**config.mk**
```make
export PLATFORM = sky130hd
export DESIGN_NAME = uacb_serial
export DESIGN_NICKNAME = d
export VERILOG_FILES = /design/src/shared/uacb_pkg.sv /design/src/core/uacb_baud.sv /design/src/core/uacb_serial.sv
export SDC_FILE = /design/constraint.sdc
export NUM_CORES = 1
export LEC_CHECK = 0
export BUFFER_PORTS_ARGS = -buffer_cell sky130_fd_sc_hd__buf_2
export CORE_MARGIN = 1.5
export CORE_UTILIZATION = 60
export DETAILED_ROUTE_END_ITERATION = 6
export PLACE_DENSITY = 0.8
export SLEW_MARGIN = 10
export SYNTH_ARGS = -nofsm -noshare
export SYNTH_HDL_FRONTEND = slang
export SYNTH_SLANG_ARGS = --single-unit
```
**constraint.sdc**
```tcl
create_clock -name clk_i -period 4.45 [get_ports clk_i]
set_clock_uncertainty 0.15 [all_clocks]
set_input_delay 0.2225 -clock clk_i [delete_from_list [all_inputs] [get_ports clk_i]]
set_output_delay 0.2225 -clock clk_i [all_outputs]
set_load 0.05 [all_outputs]
```
**src/shared/uacb_pkg.sv**
```systemverilog
// constants shared by the serial port control block and its baud divider
// assumes a 32-bit classic wishbone master with byte addresses
package uacb_pkg;
	// ----------------------------------------
	// register byte addresses
	// ----------------------------------------
	localparam logic [7:0] ADDR_CTRL1 = 8'h00;
	localparam logic [7:0] ADDR_CTRL2 = 8'h04;
	localparam logic [7:0] ADDR_BAUD = 8'h08;
	localparam logic [7:0] ADDR_STATUS = 8'h0c;
	localparam logic [7:0] ADDR_DATA = 8'h10;
	// ----------------------------------------
	// reset values
	// ----------------------------------------
	localparam logic [7:0] CTRL1_RST = 8'h00;
	localparam logic [7:0] CTRL2_RST = 8'h00;
	localparam logic [7:0] BAUD_RST = 8'h00;
	// ----------------------------------------
	// uart_control_one fields
	// ----------------------------------------
	localparam int C1_TX9 = 0;
	localparam int C1_RX9 = 1;
	localparam int C1_BRK = 2;
	localparam int C1_STOP_COUNT_SEL = 3;
	localparam int C1_PTYPE = 4;
	localparam int C1_PEN = 5;
	localparam int C1_DLEN = 6;
	localparam int C1_UEN = 7;
	// ----------------------------------------
	// uart_control_two fields
	// ----------------------------------------
	localparam int C2_TX_EMPTY_INT_EN = 0;
	localparam int C2_TIIE = 1;
	localparam int C2_RIE = 2;
	localparam int C2_WAKE = 3;
	localparam int C2_ADDRESS_DETECT_EN = 4;
	localparam int C2_HS = 5;
	localparam int C2_RX_ENABLE = 6;
	localparam int C2_TX_ENABLE = 7;
	// ----------------------------------------
	// serial_status_reg fields
	// ----------------------------------------
	localparam int ST_TXE = 0;
	localparam int ST_TX_IDLE_FLAG = 1;
	localparam int ST_RXF = 2;
	localparam int ST_RX_IDLE_FLAG = 3;
	localparam int ST_OVR = 4;
	localparam int ST_FE = 5;
	localparam int ST_NF = 6;
	localparam int ST_PE = 7;
	// ----------------------------------------
	// bit timing, sixteen ticks per bit
	// ----------------------------------------
	localparam logic [1:0] LOW_PRESCALE_LAST = 2'h3;
	localparam logic [3:0] TICK_LAST = 4'hf;
	localparam logic [3:0] VOTE_A = 4'h7;
	localparam logic [3:0] VOTE_B = 4'h8;
	localparam logic [3:0] VOTE_C = 4'h9;
	localparam logic [3:0] BREAK_BITS = 4'hd;
	localparam logic [3:0] DATA_BITS_8 = 4'h8;
	localparam logic [3:0] DATA_BITS_9 = 4'h9;
	// ----------------------------------------
	// state machines
	// ----------------------------------------
	typedef enum logic [2:0] {TX_IDLE = 3'b001, TX_SEND = 3'b010, TX_BREAK = 3'b100} uacb_tx_state_t;
	typedef enum logic [1:0] {RX_IDLE = 2'b01, RX_BUSY = 2'b10} uacb_rx_state_t;
endpackage

```
**src/core/uacb_baud.sv**
```systemverilog
// baud divider: free running 8-bit counter giving sixteen ticks per bit
// assumes clear_i is held while the port is disabled
`timescale 1ns/10ps
module uacb_baud (
	// clock and reset
	input wire logic clk_i,
	input wire logic rst_i,
	// control
	input wire logic clear_i,
	input wire logic high_speed_i,
	input wire logic [7:0] divisor_i,
	// oversample tick
	output logic tick_o
);
	logic [7:0] cnt_q;
	logic [7:0] cnt_d;
	logic [1:0] pre_q;
	logic [1:0] pre_d;
	logic tick_d;

	// low speed adds a divide by four: 64(n+1) versus 16(n+1) clocks per bit
	always_comb begin
		cnt_d = cnt_q + 8'h01;
		pre_d = pre_q;
		tick_d = 1'b0;
		if (clear_i) begin // see RULE10
			cnt_d = 8'h00;
			pre_d = 2'h0;
		end else if (cnt_q == divisor_i) begin // see RULE19
			cnt_d = 8'h00;
			pre_d = pre_q + 2'h1;
			tick_d = high_speed_i || (pre_q == uacb_pkg::LOW_PRESCALE_LAST); // see RULE18
		end
	end

	always_ff @(posedge clk_i) begin
		if (rst_i) begin
			cnt_q <= 8'h00;
			pre_q <= 2'h0;
			tick_o <= 1'b0;
		end else begin
			cnt_q <= cnt_d;
			pre_q <= pre_d;
			tick_o <= tick_d;
		end
	end
endmodule // uacb_baud

```
**src/core/uacb_serial.sv**
```systemverilog
// serial port control, frame engines and wishbone register slave
// assumes pin muxing to general i/o outside, driven by the ownership outputs
// Summary of operation
// RULE1: parity error flag set on bad parity, cleared by status read then data access.
// RULE2: nine-bit mode sends tx_ninth_bit as ninth data bit.
// RULE3: nine-bit mode stores ninth received bit into rx_ninth_bit.
// RULE4: break drives output low at least 13 bits after buffer drains, until cleared.
// RULE5: stop_count_sel one gives two stop bits, zero gives one.
// RULE6: parity_type_sel one gives odd parity, zero gives even.
// RULE7: parity generated and checked only with parity_enable set.
// RULE8: data_length_sel one gives nine data bits, zero gives eight.
// RULE9: pins are general i/o while disabled, else follow tx and rx enables.
// RULE10: disabling empties receive buffer and resets the baud counter.
// RULE11: disabling clears enables, break, receive flags; sets idle and empty flags.
// RULE12: disabling aborts transfers; re-enabling keeps previous configuration.
// RULE13: tx_empty_int_en passes tx_empty_flag to the interrupt request.
// RULE14: tx_idle_int_en passes tx_idle_flag to the interrupt request.
// RULE15: rx_int_en passes overrun or rx_full_flag to the interrupt request.
// RULE16: in power-down, falling receive edge wakes device when rx_wake_en set.
// RULE17: address detect keeps only words whose top bit is one.
// RULE18: bit rate is clock over 64(n+1), or 16(n+1) in high speed.
// RULE19: free running 8-bit divider, n from 0 to 255, times both directions.
// RULE20: rx_enable low aborts reception, resets buffer, releases receive pin.
// RULE21: tx_enable low aborts transmission, resets buffer, releases transmit pin.
// RULE22: frame is start, eight or nine data bits lsb first, parity, stop_count_sel.
// RULE23: transmit pin stays high whenever nothing is sent.
// RULE24: parity follows last data bit; received bits sampled mid period.
`timescale 1ns/10ps
module uacb_serial (
	// clock and reset
	input wire logic clk_i,
	input wire logic rst_i,
	// wishbone slave
	input wire logic wb_cyc_i,
	input wire logic wb_stb_i,
	input wire logic wb_we_i,
	input wire logic [7:0] wb_adr_i,
	input wire logic [3:0] wb_sel_i,
	input wire logic [31:0] wb_dat_i,
	output logic [31:0] wb_dat_o,
	output logic wb_ack_o,
	// serial pins
	input wire logic rx_i,
	output logic tx_o,
	output logic tx_oe_o,
	output logic rx_owned_o,
	// power and interrupt
	input wire logic power_down_i,
	output logic wake_o,
	output logic irq_o
);
	// ----------------------------------------
	// declarations
	// ----------------------------------------
	logic [7:0] c1_q, c1_d, c2_q, c2_d, div_q, div_d, rxd_q, rxd_d;
	logic rxf_q, rxf_d, ovr_q, ovr_d, fe_q, fe_d, pe_q, pe_d, nf_q, nf_d, arm_q, arm_d;
	logic irq_d, wake_d, txoe_d, rxown_d, ack_d;
	logic [31:0] rdat_d;
	logic [2:0] sync_q;
	logic lvl_q, lvl_d, fall;
	logic uart_en, tx_act, rx_act, tick, req, commit, data_acc, data_wr, data_rd, clr_seq;
	logic tx_empty, tx_idle;
	logic [3:0] nd, last;
	uacb_pkg::uacb_tx_state_t ts_q, ts_d;
	logic [3:0] tt_q, tt_d, tl_q, tl_d;
	logic [12:0] tf_q, tf_d;
	logic [8:0] hold_q, hold_d;
	logic hf_q, hf_d, tx_d, tpar;
	uacb_pkg::uacb_rx_state_t rs_q, rs_d;
	logic [3:0] rt_q, rt_d, ri_q, ri_d;
	logic [9:0] rsh_q, rsh_d;
	logic [1:0] vote_q, vote_d;
	logic rn_q, rn_d, maj, noisy;
	logic rx_done, rx_parity_error_flag, rx_framing_error_flag, rx_noise, rx_keep, rx_top;
	logic [8:0] rx_word;

	assign uart_en = c1_q[uacb_pkg::C1_UEN];
	assign tx_act = uart_en && c2_q[uacb_pkg::C2_TX_ENABLE]; // see RULE21
	assign rx_act = uart_en && c2_q[uacb_pkg::C2_RX_ENABLE]; // see RULE20
	assign req = wb_cyc_i && wb_stb_i;
	// writes and read side effects land on the edge where the master sees ack
	assign commit = req && wb_ack_o;
	assign data_acc = commit && (wb_adr_i == uacb_pkg::ADDR_DATA);
	assign data_wr = data_acc && wb_we_i && wb_sel_i[0];
	assign data_rd = data_acc && !wb_we_i;
	assign clr_seq = data_acc && arm_q; // see RULE1
	assign nd = c1_q[uacb_pkg::C1_DLEN] ? uacb_pkg::DATA_BITS_9 : uacb_pkg::DATA_BITS_8; // see RULE8
	assign last = nd + {3'b000, c1_q[uacb_pkg::C1_PEN]} + 4'h1;
	assign tx_empty = !hf_q;
	assign tx_idle = !hf_q && (ts_q == uacb_pkg::TX_IDLE) && !c1_q[uacb_pkg::C1_BRK];

	// ----------------------------------------
	// baud divider
	// ----------------------------------------
	uacb_baud u_baud (
		.clk_i(clk_i),
		.rst_i(rst_i),
		.clear_i(!uart_en), // see RULE10
		.high_speed_i(c2_q[uacb_pkg::C2_HS]),
		.divisor_i(div_q),
		.tick_o(tick)
	);

	// ----------------------------------------
	// receive pin synchroniser
	// ----------------------------------------
	// a level counts only once the two later stages agree
	always_comb begin
		lvl_d = (sync_q[1] == sync_q[2]) ? sync_q[2] : lvl_q;
		fall = lvl_q && !lvl_d;
	end

	always_ff @(posedge clk_i) begin
		if (rst_i) begin
			sync_q <= 3'h7;
			lvl_q <= 1'b1;
		end else begin
			sync_q <= {sync_q[1:0], rx_i};
			lvl_q <= lvl_d;
		end
	end

	// ----------------------------------------
	// transmitter
	// ----------------------------------------
	always_comb begin
		ts_d = ts_q;
		tt_d = tt_q;
		tl_d = tl_q;
		tf_d = tf_q;
		hold_d = hold_q;
		hf_d = hf_q;
		tpar = ^hold_q[7:0] ^ (c1_q[uacb_pkg::C1_DLEN] & hold_q[8]) ^ c1_q[uacb_pkg::C1_PTYPE]; // see RULE6
		case (ts_q)
			uacb_pkg::TX_IDLE: begin
				if (hf_q) begin // see RULE22
					tf_d = 13'h1fff;
					tf_d[0] = 1'b0;
					tf_d[8:1] = hold_q[7:0];
					if (c1_q[uacb_pkg::C1_DLEN]) begin
						tf_d[9] = hold_q[8]; // see RULE2
					end
					if (c1_q[uacb_pkg::C1_PEN]) begin
						tf_d[nd + 4'h1] = tpar; // see RULE7 RULE24
					end
					// start, data, parity and every stop bit each get a full bit time
					tl_d = last + {3'b000, c1_q[uacb_pkg::C1_STOP_COUNT_SEL]} + 4'h1; // see RULE5
					tt_d = 4'h0;
					hf_d = 1'b0;
					ts_d = uacb_pkg::TX_SEND;
				end else if (c1_q[uacb_pkg::C1_BRK]) begin // see RULE4
					tl_d = uacb_pkg::BREAK_BITS;
					tt_d = 4'h0;
					ts_d = uacb_pkg::TX_BREAK;
				end
			end
			uacb_pkg::TX_SEND: begin
				if (tick) begin
					tt_d = tt_q + 4'h1;
					if (tt_q == uacb_pkg::TICK_LAST) begin
						tf_d = {1'b1, tf_q[12:1]};
						tl_d = tl_q - 4'h1;
						if (tl_q == 4'h1) begin
							ts_d = uacb_pkg::TX_IDLE;
						end
					end
				end
			end
			uacb_pkg::TX_BREAK: begin
				if (tick) begin
					tt_d = tt_q + 4'h1;
					if (tt_q == uacb_pkg::TICK_LAST && tl_q != 4'h0) begin
						tl_d = tl_q - 4'h1;
					end
				end
				if (tl_q == 4'h0 && !c1_q[uacb_pkg::C1_BRK]) begin // see RULE4
					ts_d = uacb_pkg::TX_IDLE;
				end
			end
			default: begin
				ts_d = uacb_pkg::TX_IDLE;
			end
		endcase
		// a second write before the shifter takes the first one overwrites it
		if (data_wr && tx_act) begin
			hold_d = {c1_q[uacb_pkg::C1_TX9], wb_dat_i[7:0]};
			hf_d = 1'b1;
		end
		if (!tx_act) begin // see RULE12 RULE21
			ts_d = uacb_pkg::TX_IDLE;
			hf_d = 1'b0;
		end
		case (ts_d)
			uacb_pkg::TX_SEND: tx_d = tf_d[0];
			uacb_pkg::TX_BREAK: tx_d = 1'b0;
			default: tx_d = 1'b1; // see RULE23
		endcase
	end

	always_ff @(posedge clk_i) begin
		if (rst_i) begin
			ts_q <= uacb_pkg::TX_IDLE;
			tt_q <= 4'h0;
			tl_q <= 4'h0;
			tf_q <= 13'h1fff;
			hold_q <= 9'h000;
			hf_q <= 1'b0;
			tx_o <= 1'b1;
		end else begin
			ts_q <= ts_d;
			tt_q <= tt_d;
			tl_q <= tl_d;
			tf_q <= tf_d;
			hold_q <= hold_d;
			hf_q <= hf_d;
			tx_o <= tx_d;
		end
	end

	// ----------------------------------------
	// receiver
	// ----------------------------------------
	// three votes around the bit centre; any disagreement after the start bit marks noise
	always_comb begin
		rs_d = rs_q;
		rt_d = rt_q;
		ri_d = ri_q;
		rsh_d = rsh_q;
		vote_d = vote_q;
		rn_d = rn_q;
		rx_done = 1'b0;
		maj = (vote_q[1] & vote_q[0]) | (vote_q[1] & lvl_q) | (vote_q[0] & lvl_q);
		noisy = !((vote_q[1] == vote_q[0]) && (vote_q[0] == lvl_q));
		rx_word = {c1_q[uacb_pkg::C1_DLEN] & rsh_q[8], rsh_q[7:0]};
		rx_top = c1_q[uacb_pkg::C1_DLEN] ? rsh_q[8] : rsh_q[7]; // see RULE17
		rx_parity_error_flag = c1_q[uacb_pkg::C1_PEN]
			&& (rsh_q[nd] != (^rx_word ^ c1_q[uacb_pkg::C1_PTYPE])); // see RULE1 RULE6 RULE7
		rx_framing_error_flag = !maj;
		rx_noise = rn_q || noisy;
		rx_keep = !c2_q[uacb_pkg::C2_ADDRESS_DETECT_EN] || rx_top; // see RULE17
		case (rs_q)
			uacb_pkg::RX_IDLE: begin
				if (rx_act && fall) begin
					rs_d = uacb_pkg::RX_BUSY;
					rt_d = 4'h0;
					ri_d = 4'h0;
					rn_d = 1'b0;
				end
			end
			uacb_pkg::RX_BUSY: begin
				if (tick) begin
					rt_d = rt_q + 4'h1;
					if (rt_q == uacb_pkg::VOTE_A || rt_q == uacb_pkg::VOTE_B) begin
						vote_d = {vote_q[0], lvl_q};
					end
					if (rt_q == uacb_pkg::VOTE_C) begin // see RULE24
						ri_d = ri_q + 4'h1;
						if (ri_q == 4'h0) begin
							if (maj) begin
								rs_d = uacb_pkg::RX_IDLE;
							end
						end else if (ri_q == last) begin // see RULE22
							rx_done = 1'b1;
							rs_d = uacb_pkg::RX_IDLE;
						end else begin
							rsh_d[ri_q - 4'h1] = maj;
							rn_d = rn_q || noisy;
						end
					end
				end
			end
			default: begin
				rs_d = uacb_pkg::RX_IDLE;
			end
		endcase
		if (!rx_act) begin // see RULE12 RULE20
			rs_d = uacb_pkg::RX_IDLE;
			rx_done = 1'b0;
		end
	end

	always_ff @(posedge clk_i) begin
		if (rst_i) begin
			rs_q <= uacb_pkg::RX_IDLE;
			rt_q <= 4'h0;
			ri_q <= 4'h0;
			rsh_q <= 10'h000;
			vote_q <= 2'h0;
			rn_q <= 1'b0;
		end else begin
			rs_q <= rs_d;
			rt_q <= rt_d;
			ri_q <= ri_d;
			rsh_q <= rsh_d;
			vote_q <= vote_d;
			rn_q <= rn_d;
		end
	end

	// ----------------------------------------
	// registers, flags and bus answer
	// ----------------------------------------
	always_comb begin
		c1_d = c1_q;
		c2_d = c2_q;
		div_d = div_q;
		rxd_d = rxd_q;
		rxf_d = rxf_q;
		ovr_d = ovr_q;
		fe_d = fe_q;
		pe_d = pe_q;
		nf_d = nf_q;
		arm_d = arm_q;
		ack_d = req && !wb_ack_o;
		rdat_d = 32'h0000_0000;
		if (commit && wb_we_i && wb_sel_i[0]) begin
			case (wb_adr_i)
				uacb_pkg::ADDR_CTRL1: begin
					c1_d = wb_dat_i[7:0];
					c1_d[uacb_pkg::C1_RX9] = c1_q[uacb_pkg::C1_RX9];
				end
				uacb_pkg::ADDR_CTRL2: c2_d = wb_dat_i[7:0];
				uacb_pkg::ADDR_BAUD: div_d = wb_dat_i[7:0]; // see RULE19
				default: c1_d = c1_q;
			endcase
		end
		if (commit && !wb_we_i && wb_adr_i == uacb_pkg::ADDR_STATUS) begin
			arm_d = 1'b1;
		end else if (data_acc) begin
			arm_d = 1'b0;
		end
		if (clr_seq) begin // see RULE1
			ovr_d = 1'b0;
			fe_d = 1'b0;
			pe_d = 1'b0;
			nf_d = 1'b0;
			if (data_rd) begin
				rxf_d = 1'b0;
			end
		end
		// a new word in the same cycle as the clear wins over that clear
		if (rx_done) begin
			if ((rxf_q || ovr_q) && !clr_seq) begin
				ovr_d = 1'b1;
			end else if (rx_keep) begin // see RULE17
				rxf_d = 1'b1;
				rxd_d = rx_word[7:0];
				c1_d[uacb_pkg::C1_RX9] = rx_word[8]; // see RULE3
				fe_d = rx_framing_error_flag;
				pe_d = rx_parity_error_flag; // see RULE1
				nf_d = rx_noise;
			end
		end
		if (!rx_act) begin // see RULE10 RULE11 RULE20
			rxf_d = 1'b0;
			ovr_d = 1'b0;
			fe_d = 1'b0;
			pe_d = 1'b0;
			nf_d = 1'b0;
		end
		// enables and break stay cleared while the port is off; other settings survive
		if (!c1_d[uacb_pkg::C1_UEN]) begin // see RULE11 RULE12
			c1_d[uacb_pkg::C1_BRK] = 1'b0;
			c2_d[uacb_pkg::C2_TX_ENABLE] = 1'b0;
			c2_d[uacb_pkg::C2_RX_ENABLE] = 1'b0;
		end
		if (req && !wb_ack_o && !wb_we_i) begin
			case (wb_adr_i)
				uacb_pkg::ADDR_CTRL1: rdat_d[7:0] = c1_q;
				uacb_pkg::ADDR_CTRL2: rdat_d[7:0] = c2_q;
				uacb_pkg::ADDR_BAUD: rdat_d[7:0] = div_q;
				uacb_pkg::ADDR_DATA: rdat_d[7:0] = rxd_q;
				uacb_pkg::ADDR_STATUS: begin
					rdat_d[uacb_pkg::ST_TXE] = tx_empty;
					rdat_d[uacb_pkg::ST_TX_IDLE_FLAG] = tx_idle;
					rdat_d[uacb_pkg::ST_RXF] = rxf_q;
					rdat_d[uacb_pkg::ST_RX_IDLE_FLAG] = (rs_q == uacb_pkg::RX_IDLE);
					rdat_d[uacb_pkg::ST_OVR] = ovr_q;
					rdat_d[uacb_pkg::ST_FE] = fe_q;
					rdat_d[uacb_pkg::ST_NF] = nf_q;
					rdat_d[uacb_pkg::ST_PE] = pe_q;
				end
				default: rdat_d = 32'h0000_0000;
			endcase
		end
		irq_d = (c2_q[uacb_pkg::C2_TX_EMPTY_INT_EN] && tx_empty) // see RULE13
			|| (c2_q[uacb_pkg::C2_TIIE] && tx_idle) // see RULE14
			|| (c2_q[uacb_pkg::C2_RIE] && (rxf_q || ovr_q)); // see RULE15
		wake_d = power_down_i && c2_q[uacb_pkg::C2_WAKE] && fall; // see RULE16
		txoe_d = tx_act; // see RULE9 RULE21
		rxown_d = rx_act; // see RULE9 RULE20
	end

	always_ff @(posedge clk_i) begin
		if (rst_i) begin
			c1_q <= uacb_pkg::CTRL1_RST;
			c2_q <= uacb_pkg::CTRL2_RST;
			div_q <= uacb_pkg::BAUD_RST;
			rxd_q <= 8'h00;
			rxf_q <= 1'b0;
			ovr_q <= 1'b0;
			fe_q <= 1'b0;
			pe_q <= 1'b0;
			nf_q <= 1'b0;
			arm_q <= 1'b0;
			wb_ack_o <= 1'b0;
			wb_dat_o <= 32'h0000_0000;
			irq_o <= 1'b0;
			wake_o <= 1'b0;
			tx_oe_o <= 1'b0;
			rx_owned_o <= 1'b0;
		end else begin
			c1_q <= c1_d;
			c2_q <= c2_d;
			div_q <= div_d;
			rxd_q <= rxd_d;
			rxf_q <= rxf_d;
			ovr_q <= ovr_d;
			fe_q <= fe_d;
			pe_q <= pe_d;
			nf_q <= nf_d;
			arm_q <= arm_d;
			wb_ack_o <= ack_d;
			wb_dat_o <= rdat_d;
			irq_o <= irq_d;
			wake_o <= wake_d;
			tx_oe_o <= txoe_d;
			rx_owned_o <= rxown_d;
		end
	end
endmodule // uacb_serial

```
=== Word level (Yosys, flattened, before mapping) ===
Index checks and enable logic that the tools add are counted.
Widths: inputs -> output; s select.

* Input port bits: 51
* Output and inout port bits: 38
* Flip-flop bits (word level): 148

* Order comparisons: 5
* Bitwise operators: 19
* Muxes and demuxes: 94
* Reduce and logical (&&, ||, !) cells: 81
* Equality and inequality tests: 37
* Add/sub/neg operators: 12

{| class="wikitable"
|+ Operators with widths
! cell !! number
|-
| $mux 13 || 4
|-
| $mux 4 || 13
|-
| $mux 1 || 47
|-
| $pmux 8 s5 || 1
|-
| $logic_and 1x1->1 || 32
|-
| $pmux 13 s2 || 1
|-
| $add 4x1->4 const B || 6
|-
| $pmux 4 s2 || 3
|-
| $mux 3 || 7
|-
| $eq 8x4->1 const B || 2
|-
| $mux 8 || 2
|-
| $lt 4x5->1 const B || 3
|-
| $ne 2x2->1 const B || 7
|-
| $bwmux 13 || 1
|-
| $eq 4x4->1 const B || 3
|-
| $mux 2 || 6
|-
| $pmux 4 s3 || 1
|-
| $reduce_and 3->1 || 4
|-
| $reduce_and 6->1 || 2
|-
| $reduce_or 2->1 || 6
|-
| $bwmux 10 || 1
|-
| $reduce_and 5->1 || 2
|-
| $reduce_bool 2->1 || 5
|-
| $logic_not 1->1 || 9
|-
| other kinds (39) || 80
|}

=== Longest topological paths before layout ===
* Depth in word-level cells: 11
* Mapped depth: 9
* Depth with buffers taken out: 7

=== Hierarchy ===
A second synthesis with hierarchy kept.

* Cells, all modules: 695
* Area, all modules: 6060.8 µm²

{| class="wikitable"
|+ Modules (own cells, without submodules)
! module !! cells an instance !! area an instance (µm²) !! sequential area each (µm²) !! times used
|-
| uacb_serial || 640 || 5547.8 || 2262.2 || 1
|-
| uacb_baud || 55 || 513.0 || 220.2 || 1
|}

=== Worst setup path after synthesis ===
Ideal clock, no wire load.

* Path kind: reg-to-reg
* Start point: register wb_ack_o
* End point: register c2_q[6]
* Path buffers: 1
* Cell stages (with the launch flop): 7
* Arrival: 2.015 ns
* Library setup time: 0.131 ns
* Period minus slack after synthesis: 2.295 ns
* Path slack: 2.155 ns
* Path through: dfxtp_1 > and3_2 > nand3_1 > or4_1 > buf_2 > mux2i_1 > nor3_1

* Longest elaborated chain between the ends: 6

{| class="wikitable"
|+ RTL lines
! item !! RTL line !! text
|-
| start: declaration || uacb_serial.sv:41 || <nowiki>output logic wb_ack_o,</nowiki>
|-
| start signal: assignment || uacb_serial.sv:423 || <nowiki>wb_ack_o <= ack_d;</nowiki>
|-
| $logic_and 1x1->1 (*) || uacb_serial.sv:82 || <nowiki>assign commit = req && wb_ack_o;</nowiki>
|-
| $logic_and 1x1->1 (*) (2 in series) || uacb_serial.sv:316 || <nowiki>if (commit && wb_we_i && wb_sel_i[0]) begin</nowiki>
|-
| $mux 8 || uacb_serial.sv:316 ||
|-
| $not 1->1 (no line) || - ||
|-
| $reduce_or 2->1 (no line) || - ||
|-
| end signal: assignment || uacb_serial.sv:397 || <nowiki>c2_q <= uacb_pkg::CTRL2_RST;</nowiki>
|-
| end: declaration || uacb_serial.sv:55 || <nowiki>logic [7:0] c1_q, c1_d, c2_q, c2_d, div_q, div_d, rxd_q, rxd_d;</nowiki>
|}

Mark *: on every way between the ends. The rest lies on a longest branch, timed or not.
A chain may end at the register's enable or synchronous reset.

=== Worst setup path after layout ===
* Start point: input port wb_adr_i[5]
* End point: register hold_q[0]

* Longest elaborated chain between the ends: 5

{| class="wikitable"
|+ RTL lines
! item !! RTL line !! text
|-
| start: declaration || uacb_serial.sv:37 || <nowiki>input wire logic [7:0] wb_adr_i,</nowiki>
|-
| $eq 8x5->1 || uacb_serial.sv:83 || <nowiki>assign data_acc = commit && (wb_adr_i == uacb_pkg::ADDR_DATA);</nowiki>
|-
| $logic_and 1x1->1 || uacb_serial.sv:83 ||
|-
| $logic_and 1x1->1 (2 in series) || uacb_serial.sv:84 || <nowiki>assign data_wr = data_acc && wb_we_i && wb_sel_i[0];</nowiki>
|-
| $logic_and 1x1->1 || uacb_serial.sv:185 || <nowiki>if (data_wr && tx_act) begin</nowiki>
|-
| end signal: assignment || uacb_serial.sv:214 || <nowiki>hold_q <= hold_d;</nowiki>
|-
| end: declaration || uacb_serial.sv:67 || <nowiki>logic [8:0] hold_q, hold_d;</nowiki>
|}

No other way between the ends.

==> summary.txt <==
STA
  – Setup_tns: 0 ns
  – RSZ-0062 raised after global routing: no
  – Slew HR: between 20% and 30%
  – Final Slew Violations: 0
  – Fin crit period: 2.93 ns
  – Final setup vio count: 0
  – Final Cycle Share: 65.9%
  – Final Hold Viols: 0
  – Slew @ Worst Pin: 1.06 ns
  – Highest Clock Rate: 0.341 GHz

GRT
  – Vias in the first global route: 5205
  – Pin count of the biggest net entering global routing: 50
  – Remaining global-route overflow: 0
  – Met3 GRT Util: approximately 8.0%
  – First-pass GRT wire length: 25300 µm
  – GR Util All Layers: between 20% and 30%
  – GR Util met2: about 48%
  – GRT busiest layer: met2
  – Met1 usage: 33.7%
  – Initial antenna violation count: 0

Logic synthesis
  – Mux contribution to synthesized area: ~7.6%
  – Post-synthesis instance area: between 6000 and 7000 µm²
  – Synth Area in Compound Gates: around 16%
  – Count leader, synth: dfxtp_1
  – Number of library cell types mapped by synthesis: between 60 and 70
  – Synth Area in Adders: under 10%
  – Synth Flop Type: dfxtp_1
  – Simple-gate area share of the yosys netlist: a little over 20%
  – Number of flops mapped to enable cells by yosys: 0
  – Yosys top cell area share: between 30% and 40%
  – Largest family of logic cells by synthesized area: simple AND/OR/NAND/NOR gates
  – Post-Syn Instances: about 700
  – Register area share after synthesis: between 30% and 40%
  – Synth top cells by count: dfxtp_1 (124), nor2_1 (77), mux2i_1 (44), nand2_1 (44), o21ai_0 (38)
  – Syn_area_per_cell: approximately 8.9 µm²
  – Largest cells by area after synthesis: dfxtp_1 (40%), mux2i_1 (7.0%), nor2_1 (4.6%)
  – FFs w/ async S/R, synth: 0%
  – Seq cells post-synth: 124
  – Syn. warnings: 0
  – Area leader, netlist: dfxtp_1
  – Post-Synth XOR/XNOR Area: under 10%

Setup path
  – Reg2reg path depth: 7
  – Critical-path cell list: dlygate4sd3_1 -> buf_2 -> nor4b_2 -> nor2b_1 -> nand4_1 -> mux2i_1 -> nor2_1
  – Crit path buffers/inverters: 2
  – CP max FO: 10
  – Crit end category: register
  – R2R Setup Slk: ~1.6 ns
  – Max stage delay on crit path: 0.72 ns
  – Element type at the critical path start: input pin
  – Crit Path Class: input pin to register
  – Crit path max-delay family: simple AND/OR/NAND/NOR gates
  – R2r startpoint: c1_q[6]$_SDFFE_PP0P_
  – Slowest cell on crit path: nand4_1
  – Data arrival time of the worst path: between 3 and 4 ns
  – Critical Path RT: 4.71 ns
  – RR Endpoint: rsh_q[4]$_SDFFE_PP0P_
  – Crit path depth: 7

Route
  – DR pass1 iterations: 7
  – Detailed-route DRC error count: 2
  – Via count: 5430
  – Antenna Violating Nets Remaining: 0
  – WL per Instance: around 18 µm
  – Drt initial violations: 454
  – DR vias/cell: about 6.1
  – Routed WL: approximately 16000 µm

Power
  – Power per standard cell area: 377 nW/µm²
  – Max rail drop VDD: approximately 0.30 mV
  – Leak: between 0.003 and 0.004 µW
  – Post-route total power: around 2700 µW
  – Clock group share of total power: 54.8%
  – Internal power: between 2000 and 2500 µW
  – Sw frac: ~23%
  – Comb pwr share: about 4.3%
  – Reg power frac: around 41%
  – Net Switching: 614 µW

Run status
  – Failing checks: design-rule violations
  – Run status: complete, but fails checks

Die
  – Die W: 105 µm
  – Die height: approximately 110 µm
  – Row count: 37
  – Io pins: just under 90
  – Die area: approximately 11000 µm²
  – Core box area: approximately 10000 µm²
  – Initial Utilization: approximately three fifths

Final layout
  – Nets: around 800
  – Design area: about 7000 µm²
  – Layout cell share with drive strength beyond 1: between 10% and 20%
  – Layout area overhead: 14.8%
  – Final cell count without fillers: slightly below 900
  – Core Util, Final: 70.4%
  – ANT cells: 0

Placed design
  – Placer Congestion: 0.889
  – PortBufs: 37
  – Post-Place Cell Area: between 6000 and 7000 µm²
  – Post-DP HPWL: between 10000 and 15000 µm
  – Cell count after placement: 843

Clocking
  – CTS tree: built
  – H-tree level count: 4
  – CTS max path bufs: 2
  – Sink Count: about 120
  – Clock transition at path regs: around 0.06 ns
  – Root cell of the clock tree: clkbuf_8
  – Clock latency at the later pin of the worst-skew pair: 0.54 ns
  – Number of CTS-inserted buffers: 17

Hold path
  – Launch point of the worst hold path: wb_adr_i[0]
  – Hold depth: 4
  – Worst Hold Path EP: wb_dat_o[5]$_SDFF_PP0_
  – Hold Path Class: input pin to register

Job
  – Max-cap violations: 0
flip-flops by register name, summed over array words and instances, names as in the netlist, 8 cells and up:
signal,count
rxd_q,8
u_baud.cnt_q,8
c2_q,8
tf_q,13
rsh_q,10
wb_dat_o,8
div_q,8
c1_q,8
hold_q,9
cells by family after synthesis:
kind of cell	after synthesis
other	1
adder cells (fa/ha/maj)	18
buffers and inverters	79
flip-flops	124
multiplexers	47
AO/OA/AOI/OAI	147
AND/OR/NAND/NOR	246
XOR/XNOR	40
power groups by stage:
stage               registers, µW  clock network (µW)  logic, µW
finish                       1110                1490        116
global route                 1110                1540        121
global placement             1140                   0        102
CTS                          1110                1490        113
detailed placement           1140                   0        102
floorplan                    1140                   0       92.3
area by class of cell:
| type | instances | area (µm²) |
|---|---|---|
| multi-input combinational | 522 | 3470 |
| fill | 762 | 3030 |
| sequential | 124 | 2480 |
| clock buffer | 17 | 414 |
| timing repair buffer | 55 | 363 |
| clock inverter | 14 | 220 |
| tap | 136 | 170 |
| inverter | 23 | 86.3 |
worst max path at each step:
stage	slack [ns]	to	start
2_1_floorplan	2.15	c2_q[6]$_SDFFE_PP0P_	wb_ack_o$_SDFF_PP0_
3_3_place_gp	1.76	rsh_q[4]$_SDFFE_PP0P_	c1_q[6]$_SDFFE_PP0P_
3_5_place_dp	1.68	rsh_q[4]$_SDFFE_PP0P_	c1_q[6]$_SDFFE_PP0P_
4_1_cts	1.59	hold_q[0]$_SDFFE_PP0P_	wb_adr_i[5]
5_1_grt	1.37	hold_q[7]$_SDFFE_PP0P_	wb_adr_i[5]
6_report	1.52	hold_q[0]$_SDFFE_PP0P_	wb_adr_i[5]
layout by cell type, fill, tap and decap left out, drive strengths merged, types with 8 or more instances in the layout:
cell	n
dfxtp	124
conb	24
and3	8
xor2	22
a22oi	8
a31oi	9
clkbuf	17
nand3	34
xnor2	15
buf	38
o21ai	43
a21oi	36
mux2i	44
nor3	16
ha	17
inv	24
a221oi	9
dlygate4sd3	17
and2	12
nor2	78
nor4	8
nand2	44
a22o	10
metal layers:
layer | wire, µm | share of wire (%) | up-vias
met3 | 1010 | 6.5 | 70
li1 | - | - | 2540
met2 | 7660 | 49 | 199
met5 | 0 | 0 | -
met1 | 6230 | 40 | 2621
met4 | 702 | 4.5 | 0
tightest hold or removal path, cell delays in order:
cell and delay [ns]:
buf_2 0.11, nor3_2 0.10, a22oi_1 0.17, nor2_1 0.06
metrics by stage:
step,setup slack (ns),hold slack (ns)
floorplan,2.15,0.176
global placement,1.76,0.246
detailed placement,1.68,0.253
CTS,1.59,0.0155
global route,1.37,0.0404
finish,1.52,0.0327
timing repair:
| action | in CTS | in global routing |
|---|---|---|
| hold endpoints to repair | 36 | 0 |
| buffers inserted | 0 | 0 |
| gates resized for setup | 0 | 0 |
| endpoints found under the setup margin | 0 | 0 |
| hold buffers | 17 | 0 |
Power figures use the tool's default switching activity.
